===== src/hdl/pmpp_cfg.svh =====
`ifndef PMPP_CFG_SVH
`define PMPP_CFG_SVH
// Wait-state step and timing
`define PMPP_WAIT_STEP_PS 6000
`define PMPP_MAX_WAIT 5'h1F
`define PMPP_MIN_WAIT 5'h01
`define PMPP_WAIT_RESET 5'h1F
// Bus geometry
`define PMPP_DATA_W 16
`define PMPP_ADDR_W 24
`define PMPP_NUM_CS 3
// Index of the wait fields inside a per-select timing word
`define PMPP_RD_LSB 0
`define PMPP_SU_LSB 5
`define PMPP_WP_LSB 10
`define PMPP_HD_LSB 15
`define PMPP_TIMING_W 20
`endif


===== src/hdl/pmpp_pkg.sv =====
package pmpp_pkg;
  typedef enum logic [2:0] {
    PMPP_IDLE = 3'b000,
    PMPP_READ = 3'b001,
    PMPP_WSETUP = 3'b010,
    PMPP_WPULSE = 3'b011,
    PMPP_WHOLD = 3'b100
  } pmpp_state_e;
  typedef logic [4:0] pmpp_wait_t;
endpackage


===== src/hdl/pmpp_port.sv =====
`include "pmpp_cfg.svh"
`timescale 1ns/1ps
`default_nettype none
// Overview of operation
// - Three separate active-low chip select outputs
// - Boot flash on select zero, 16-bit data
// - Second select optional, port works unpopulated
// - Third select optional, independent of others
// - Optional extra top address bit pin
// - Wait states programmable up to 31
// - Each wait state adds one step
// - Read cycle held for read count
// - Write strobe delayed by setup count
// - Write strobe held low for pulse count
// - Select and data held for hold count
// - Zero count acts as one
// - Active-low strobe, data valid around rise
module pmpp_port #(
  parameter int DATA_W = `PMPP_DATA_W,
  parameter int ADDR_W = `PMPP_ADDR_W,
  parameter int NUM_CS = `PMPP_NUM_CS,
  parameter int STEP_DIV = 1
) (
  input wire logic i_core_clk,
  input wire logic i_srst,
  input wire logic i_req,
  input wire logic i_write,
  input wire logic [1:0] i_cs_sel,
  input wire logic [ADDR_W:0] i_addr,
  input wire logic [DATA_W-1:0] i_wdata,
  input wire logic i_extra_addr_en,
  input wire logic i_timing_we,
  input wire logic [1:0] i_timing_cs,
  input wire logic [`PMPP_TIMING_W-1:0] i_timing,
  input wire logic [DATA_W-1:0] i_data_in,
  output logic o_ready,
  output logic o_done,
  output logic [DATA_W-1:0] o_rdata,
  output logic o_boot_memory_select_n,
  output logic o_second_memory_select_n,
  output logic o_third_memory_select_n,
  output logic o_output_enable_n,
  output logic o_write_strobe_n,
  output logic [ADDR_W-1:0] o_addr,
  output logic o_extra_addr,
  output logic o_extra_addr_oe_n,
  output logic [DATA_W-1:0] o_data_out,
  output logic o_data_oe_n
);

  // Zero setting is forced to one step
  function automatic pmpp_pkg::pmpp_wait_t min1(input pmpp_pkg::pmpp_wait_t v);
    min1 = (v == 5'h00) ? `PMPP_MIN_WAIT : v;
  endfunction

  pmpp_pkg::pmpp_state_e state_q, state_d;
  logic [`PMPP_TIMING_W-1:0] timing_q [NUM_CS];
  pmpp_pkg::pmpp_wait_t cnt_q, cnt_d;
  logic [$clog2(STEP_DIV+1)-1:0] div_q;
  logic step_en;
  logic [NUM_CS-1:0] cs_q;
  logic [1:0] cs_idx_q;
  logic we_q, oe_q, doe_q, done_q, xa_q;
  logic [ADDR_W-1:0] addr_q;
  logic [DATA_W-1:0] wdata_q, rdata_q;
  logic [`PMPP_TIMING_W-1:0] cur_t;
  logic [`PMPP_TIMING_W-1:0] req_t;
  logic take;
  logic cnt_end;

  // Step enable, one pulse per wait-state step
  assign step_en = (div_q == STEP_DIV[$bits(div_q)-1:0] - 1'b1);
  always_ff @(posedge i_core_clk)
  begin
    if (i_srst || step_en)
      div_q <= '0;
    else
      div_q <= div_q + 1'b1;
  end

  // Per-select timing words, written by firmware
  genvar g;
  generate
    for (g = 0; g < NUM_CS; g++)
    begin : g_tim
      always_ff @(posedge i_core_clk)
      begin
        if (i_srst)
          timing_q[g] <= {4{`PMPP_WAIT_RESET}};
        else if (i_timing_we && i_timing_cs == 2'(g))
          timing_q[g] <= i_timing;
      end
    end
  endgenerate

  // Selection and handshake
  assign cur_t = timing_q[cs_idx_q];
  assign req_t = timing_q[i_cs_sel];
  assign take = i_req && (state_q == pmpp_pkg::PMPP_IDLE)
                && (i_cs_sel < NUM_CS[1:0]);
  assign o_ready = (state_q == pmpp_pkg::PMPP_IDLE);
  assign cnt_end = step_en && (cnt_q == 5'h01);

  // Next state and wait counter
  always_comb
  begin
    state_d = state_q;
    cnt_d = cnt_q;
    if (step_en && cnt_q > 5'h01)
      cnt_d = cnt_q - 5'h01;
    case (state_q)
      pmpp_pkg::PMPP_IDLE:
      begin
        if (take && i_write)
        begin
          state_d = pmpp_pkg::PMPP_WSETUP;
          cnt_d = min1(req_t[`PMPP_SU_LSB +: 5]);
        end
        else if (take)
        begin
          state_d = pmpp_pkg::PMPP_READ;
          cnt_d = min1(req_t[`PMPP_RD_LSB +: 5]);
        end
      end
      pmpp_pkg::PMPP_READ:
        if (cnt_end)
          state_d = pmpp_pkg::PMPP_IDLE;
      pmpp_pkg::PMPP_WSETUP:
        if (cnt_end)
        begin
          state_d = pmpp_pkg::PMPP_WPULSE;
          cnt_d = min1(cur_t[`PMPP_WP_LSB +: 5]);
        end
      pmpp_pkg::PMPP_WPULSE:
        if (cnt_end)
        begin
          state_d = pmpp_pkg::PMPP_WHOLD;
          cnt_d = min1(cur_t[`PMPP_HD_LSB +: 5]);
        end
      pmpp_pkg::PMPP_WHOLD:
        if (cnt_end)
          state_d = pmpp_pkg::PMPP_IDLE;
      default:
        state_d = pmpp_pkg::PMPP_IDLE;
    endcase
  end

  // State registers
  always_ff @(posedge i_core_clk)
  begin
    if (i_srst)
    begin
      state_q <= pmpp_pkg::PMPP_IDLE;
      cnt_q <= 5'h00;
    end
    else
    begin
      state_q <= state_d;
      cnt_q <= cnt_d;
    end
  end

  // Request capture: address, data and select
  always_ff @(posedge i_core_clk)
  begin
    if (i_srst)
    begin
      addr_q <= '0;
      wdata_q <= '0;
      xa_q <= 1'b0;
      cs_idx_q <= 2'h0;
    end
    else if (take)
    begin
      addr_q <= i_addr[ADDR_W-1:0];
      xa_q <= i_addr[ADDR_W] && i_extra_addr_en;
      wdata_q <= i_wdata;
      cs_idx_q <= i_cs_sel;
    end
  end

  // Pin control: selects, strobes and data drive
  always_ff @(posedge i_core_clk)
  begin
    if (i_srst)
    begin
      cs_q <= '0;
      oe_q <= 1'b0;
      we_q <= 1'b0;
      doe_q <= 1'b0;
    end
    else
    begin
      for (int k = 0; k < NUM_CS; k++)
        cs_q[k] <= (state_d != pmpp_pkg::PMPP_IDLE)
                   && ((take ? i_cs_sel : cs_idx_q) == k[1:0]);
      oe_q <= (state_d == pmpp_pkg::PMPP_READ);
      we_q <= (state_d == pmpp_pkg::PMPP_WPULSE);
      doe_q <= (state_d == pmpp_pkg::PMPP_WSETUP)
               || (state_d == pmpp_pkg::PMPP_WPULSE)
               || (state_d == pmpp_pkg::PMPP_WHOLD);
    end
  end

  // Read data captured at end of read window
  always_ff @(posedge i_core_clk)
  begin
    if (i_srst)
    begin
      rdata_q <= '0;
      done_q <= 1'b0;
    end
    else
    begin
      done_q <= cnt_end && (state_q == pmpp_pkg::PMPP_READ
                            || state_q == pmpp_pkg::PMPP_WHOLD);
      if (cnt_end && state_q == pmpp_pkg::PMPP_READ)
        rdata_q <= i_data_in;
    end
  end

  // Output pins; unused selects stay high
  assign o_boot_memory_select_n = ~cs_q[0];
  assign o_second_memory_select_n = ~cs_q[1];
  assign o_third_memory_select_n = ~cs_q[2];
  assign o_output_enable_n = ~oe_q;
  assign o_write_strobe_n = ~we_q;
  assign o_addr = addr_q;
  assign o_extra_addr = xa_q;
  assign o_extra_addr_oe_n = ~i_extra_addr_en;
  assign o_data_out = wdata_q;
  assign o_data_oe_n = ~doe_q;
  assign o_rdata = rdata_q;
  assign o_done = done_q;

endmodule
`default_nettype wire


===== config.mk =====
export PLATFORM = sky130hd
export DESIGN_NAME = pmpp_port
export DESIGN_NICKNAME = d
export VERILOG_FILES = /design/src/hdl/pmpp_pkg.sv /design/src/hdl/pmpp_port.sv
export VERILOG_INCLUDE_DIRS = /design/src /design/src/hdl
export SDC_FILE = /design/constraint.sdc
export NUM_CORES = 1
export LEC_CHECK = 0
export BUFFER_PORTS_ARGS = -buffer_cell sky130_fd_sc_hd__buf_2
export CORE_AREA = 2 2 114 116
export CTS_BUF_LIST = sky130_fd_sc_hd__clkbuf_16
export DETAILED_ROUTE_END_ITERATION = 10
export DIE_AREA = 0 0 116 118
export GPL_TIMING_DRIVEN = 0
export PLACE_DENSITY_LB_ADDON = 0.25
export SYNTH_ARGS = -nofsm -noshare
export SYNTH_HDL_FRONTEND = slang
export SYNTH_SLANG_ARGS = --single-unit

===== constraint.sdc =====
create_clock -name i_core_clk -period 1.9 [get_ports i_core_clk]
set_input_delay 0.38 -clock i_core_clk [delete_from_list [all_inputs] [get_ports i_core_clk]]
set_output_delay 0.38 -clock i_core_clk [all_outputs]
set_load 0.1 [all_outputs]

# Word-level counts from Yosys, hierarchy flattened
# Memories as Yosys holds them, arrays and structs flattened. A register that Yosys moved wholly into a read port is not among the register bits.
# Cells that the tools add are included.
# classes
add_sub_neg	2
order_cmp	2
eq_ne	13
n_mux	32
bitwise	11
reduce_logical	27
# op_table
op	count
$mux 20	3
$mux 5	9
$logic_not 5->1	4
$mux 3	5
$pmux 5 s3	1
$logic_and 1x1->1	14
$eq 3x2->1 const B	4
$pmux 3 s4	1
$mux 1	11
$not 1->1	8
$eq 3x1->1 const B	2
$eq 3x3->1 const B	2
$eq 5x1->1 const B	1
$gt 5x1->1 const B	1
$sub 5x1->5 const B	1
$eq 2x1->1 const B	2
$eq 2x2->1 const B	2
$logic_not 2->1	2
$logic_or 1x1->1	4
$mux 2	2
$logic_not 3->1	1
$or 1x1->1	3
$reduce_bool 3->1	1
$lt 2x2->1 const B	1
2 further kinds	2
# word_totals
reg_bits	75
ramBits	60
input_bits	87
output_inout_bits	66
mem_count	1
# mem_list
memory	words	word_bits	rd	rd_ports_with_merged_regs	wr	line_no	rtl
timing_q	3	20	2	1	3	pmpp_port.sv:57	logic [`PMPP_TIMING_W-1:0] timing_q [NUM_CS];

# Depth between registers and ports, before layout
# logic_depth
word_depth	9
depth_mapped	9
mapped_depth_nobuf	7

# Worst setup path after synthesis
# Ideal clock, no wire load.
# synth_path
kind	reg2reg
from	reg state_q[2]
to	reg cnt_q[0]
arrival_time_ps	3328
setup_slack_ps	-1486
path_stages_with_launch	7
n_path_buf	1
period_less_slack_ps	3386
path_cell_list	dfxtp_1 buf_2 nor3_1 nand2_1 o211a_1 nor4_1 a211o_1
# synth_via
elab_chain_len	6
# synth_lines
item	line_no	rtl
from (decl)	pmpp_port.sv:56	pmpp_pkg::pmpp_state_e state_q, state_d;
from (signal assigned)	pmpp_port.sv:153	state_q <= pmpp_pkg::PMPP_IDLE;
from (signal assigned)	pmpp_port.sv:158	state_q <= state_d;
$logic_not 3->1 *	n/a	
via o_ready	pmpp_port.sv:36	output logic o_ready,
$logic_and 1x1->1	pmpp_port.sv:99	assign take = i_req && (state_q == pmpp_pkg::PMPP_IDLE)
$logic_and 1x1->1	pmpp_port.sv:100	&& (i_cs_sel < NUM_CS[1:0]);
$mux 5 / $logic_and 1x1->1 (equally long branches)	pmpp_port.sv:119, pmpp_port.sv:114	
$mux 5	pmpp_port.sv:114	if (take && i_write)
$pmux 5 s3 *	pmpp_port.sv:111	case (state_q)
to (signal assigned)	pmpp_port.sv:159	cnt_q <= cnt_d;
to (decl)	pmpp_port.sv:58	pmpp_pkg::pmpp_wait_t cnt_q, cnt_d;
# Mark *: on every way through the listed nets, which the timed path passes. The rest lies on a longest branch.
# A chain may end at the register's enable or synchronous reset.

# Final worst setup path
# layout_path
from	reg cnt_q[0]
to	reg cnt_q[4]
# layout_via
elab_chain_len	6
# layout_lines
item	line_no	rtl
$gt 5x1->1	pmpp_port.sv:109	if (step_en && cnt_q > 5'h01)
$logic_and 1x1->1	pmpp_port.sv:109	
$mux 5	pmpp_port.sv:109	
$mux 5	pmpp_port.sv:119	else if (take)
$mux 5	pmpp_port.sv:114	
$pmux 5 s3 *	pmpp_port.sv:111	
# Every way passes the cells marked *; elsewhere a longest branch is shown, timed or not.

==> metrics.md <==
| Metric | Value |
|---|---|
| Fin. max-slew vios | 0 |
| Violated checks | setup timing |
| Core area | 12400 µm² |
| Reg2Reg Capture Point | cnt_q[4] |
| Vias in the first global route | ~4.5k |
| Post-Synth Adder-Cell Area | less than 1% |
| Routed via count | about 4.8k |
| Clock transition at the registers of the reported paths | 50 ps |
| Setup violators final | 3 |
| Total GRT Usage | 20.9% |
| Startpoint class of the critical path | flip-flop |
| Avg Inst Size Synth | around 10 µm² |
| Worst Setup Path Type | flip-flop to flip-flop |
| Site Rows | a little over 40 |
| Die X | about 120 µm |
| Netlist cell types | between 50 and 60 |
| Worst R2R Setup Slack | -90 ps |
| Crit path from | cnt_q[0] |
| Count leader, synth | nand2_1 |
| Worst-Skew Late Latency | around 420 ps |
| Area taken by flip-flops and latches | ~3300 µm² |
| Dominant synthesized flop cell | dfxtp_1 |
| Register bit total from synthesis | 135 |
| Die Ht | ~120 µm |
| First-pass GRT wire length | roughly 22000 µm |
| CTS sink count | approximately 140 |
| Num CTS Buffers | 17 |
| R2r startpoint | cnt_q[0] |
| DR DRC count | 0 |
| EDFF count, synth | 60 |
| Post-route ant nets | 0 |
| Yosys top cell area share | ~31% |
| Pre-CTS setup slack | -637 ps |
| Final WL | between 10000 and 15000 µm |
| Number of max-cap violations | 0 |
| Antenna diode count | 0 |
| Depth of the worst register-to-register path | 7 |
| Initial Utilization | between 40% and 50% |
| Crit. End Element | flip-flop |
| Vias/cell | slightly above 5 |
| CTS tree | done |
| Setup TNS Final | -155 ps |
| Area contributors post-synth | edfxtp_1 (31%), dfxtp_1 (26%), nand2b_1 (7.2%) |
| Die ar. | about 14000 µm² |
| Ys async rst share | 0% |
| Xor and xnor fraction of the mapped netlist area | less than 1% |
| Total power | 7.99 mW |
| Routed len/inst | around 16 µm |
| DRC violation total after the first TritonRoute iteration | between 200 and 300 |
| Multi-input gate area | roughly 2500 µm² |
| Hpwl dp | 10100 µm |
| Root buffer cell | clkbuf_16 |
| Status | complete, but fails checks |
| Leak pwr | ~3.3 nW |
| Post-layout min period | 1990 ps |
| Final period util | 105% |
| Fmax | ~0.50 GHz |
| Hold Crit Class | primary input to flip-flop |
| Fillers | 1052 |
| Worst EP required | ~2200 ps |
| Worst Setup Slack, final | -85.8 ps |
| Initial antenna violation count | 0 |
| Worst path arrival time | around 2300 ps |
| Mux share of post-synthesis cell area | 10.5% |
| Power Density | between 1000 and 1500 nW/µm² |
| DRT Pass-1 Iters | 4 |
| CP Max Fanout | 4 |
| Most frequent cells after synthesis | nand2_1 (92), dfxtp_1 (75), nand2b_1 (68) |
| Deepest clock path buffer count | 2 |
| VDD IR-drop max | between 600 and 700 µV |
| Layout overhead on the synthesized area | 31.3% |
| Final count of hold timing violations | 0 |
| Compound-Gate Fraction of Synth Area | under 10% |
| Syn nets | 656 |
| Main combinational cell family by area after synthesis | simple AND/OR/NAND/NOR gates |
| Slew HR | 60.4% |
| Worst slew pin tran | roughly 590 ps |
| Synth warnings | 0 |
| Ports | between 150 and 200 |
| Largest area contributor in the netlist | edfxtp_1 |
| Total grt overflow | 0 |
| Post-route cell area | ~7700 µm² |
| Port Buf Inserts | 151 |
| Max Clock Skew | slightly below 5 ps |
| Max H-tree Level | 4 |
| Cells after Synth | ~570 |
| Placement Cell Area | between 6000 and 7000 µm² |
| Mapped Area | 5890 µm² |
| Seq/Total Area, Yosys | between 50 and 60% |
| Largest net degree at the start of global routing | 21 |
| RSZ-0062 raised after global routing | true |
| Worst hold slack | just under 200 ps |
| Layout Nets | around 840 |
| Placer Congestion | roughly 0.9 |
| Simple-gate share of the synthesized area | between 15 and 20% |
| Critical path destination | cnt_q[4] |
| Fraction of layout cells with a size suffix above 1 | about a third |
-- power by group --
part / switching [mW] / leakage (nW) / internal [mW]
clock network: 1.15 / 0.288 / 1.86
logic: 1.13 / 1.79 / 0.513
registers: 0.103 / 1.20 / 3.24
-- worst min-delay path by stage --
stage                        from       endpoint  slack, ps  cells past startpoint
floorplan                  i_srst    cs_idx_q[0]        470                      1
global placement       o_addr[17]     o_addr[17]        440                      2
detailed placement  o_data_out[7]  o_data_out[7]        440                      2
CTS                  i_data_in[8]     o_rdata[8]        180                      3
global route         i_data_in[5]     o_rdata[5]        180                      3
finish              i_data_in[14]    o_rdata[14]        200                      3
-- per-layer routing --
metal / track usage (%) / share of wire (%) / vias up
li1: - / - / 2329
met1: 25.6 / 43 / 2194
met2: 33.4 / 47 / 203
met3: 5.36 / 6.9 / 36
met4: 11.0 / 2.9 / 0
met5: 0 / 0 / -
-- cell type report --
type / count / share of cell area (%)
Timing Repair Buffer: 163 / 11.4
Multi-Input combinational cell: 377 / 32.2
Buffer: 36 / 2.67
Inverter: 18 / 0.907
Tap cell: 172 / 2.78
Clock inverter: 12 / 0.696
Clock buffer: 20 / 6.48
Sequential cell: 135 / 42.8
-- cell usage in the layout (no fill, tap or decap), types with 3 or more instances in the layout --
cell / count
buf_2: 158
nand2_1: 92
dfxtp_1: 72
nand2b_1: 67
edfxtp_1: 60
a21oi_1: 48
mux2i_1: 35
nor2_1: 29
clkbuf_16: 21
inv_1: 18
mux2_2: 18
clkbuf_1: 15
buf_4: 10
nor3_1: 8
o21ai_0: 8
clkbuf_2: 6
buf_6: 5
inv_2: 4
a22oi_1: 4
o211ai_1: 4
nand4_1: 4
a31o_4: 3
a211o_1: 3
mux2i_2: 3
nor4_1: 3
clkinv_1: 3
-- what timing repair did --
action	in CTS	in global routing
hold buffers	0	0
setup buffers	4	7
cloned	0	1
pin swaps	3	3
setup endpoints to repair	119	126
gates resized for setup	23	34
-- worst max-delay path, stage by stage (launching register included) --
cell,delay [ps]
dfxtp_4,360
inv_4,60
ha_4,130
or4b_4,450
a211oi_2,190
xor2_1,280
a211oi_1,140
a311oi_1,270
-- logic make-up after synthesis --
group / Yosys count
flip-flops: 135
other: 1
multiplexers: 58
XOR/XNOR: 3
AND/OR/NAND/NOR: 225
adder cells (fa/ha/maj): 2
buffers and inverters: 55
AO/OA/AOI/OAI: 88
-- state kept, by name (all words and copies together), names as in the netlist, 2 cells and up --
signal / cells
cnt_q: 5
cs_q: 3
o_addr: 24
cs_idx_q: 2
timing_q: 60
o_data_out: 16
state_q: 3
o_rdata: 16
-- through the flow --
stage,cells,utilization [%]
5_1_grt,933,62.2
3_5_place_dp,890,55.4
3_3_place_gp,890,55.4
4_1_cts,926,60.7
2_1_floorplan,567,-
6_report,933,62.2
Power figures use the tool's default switching activity.
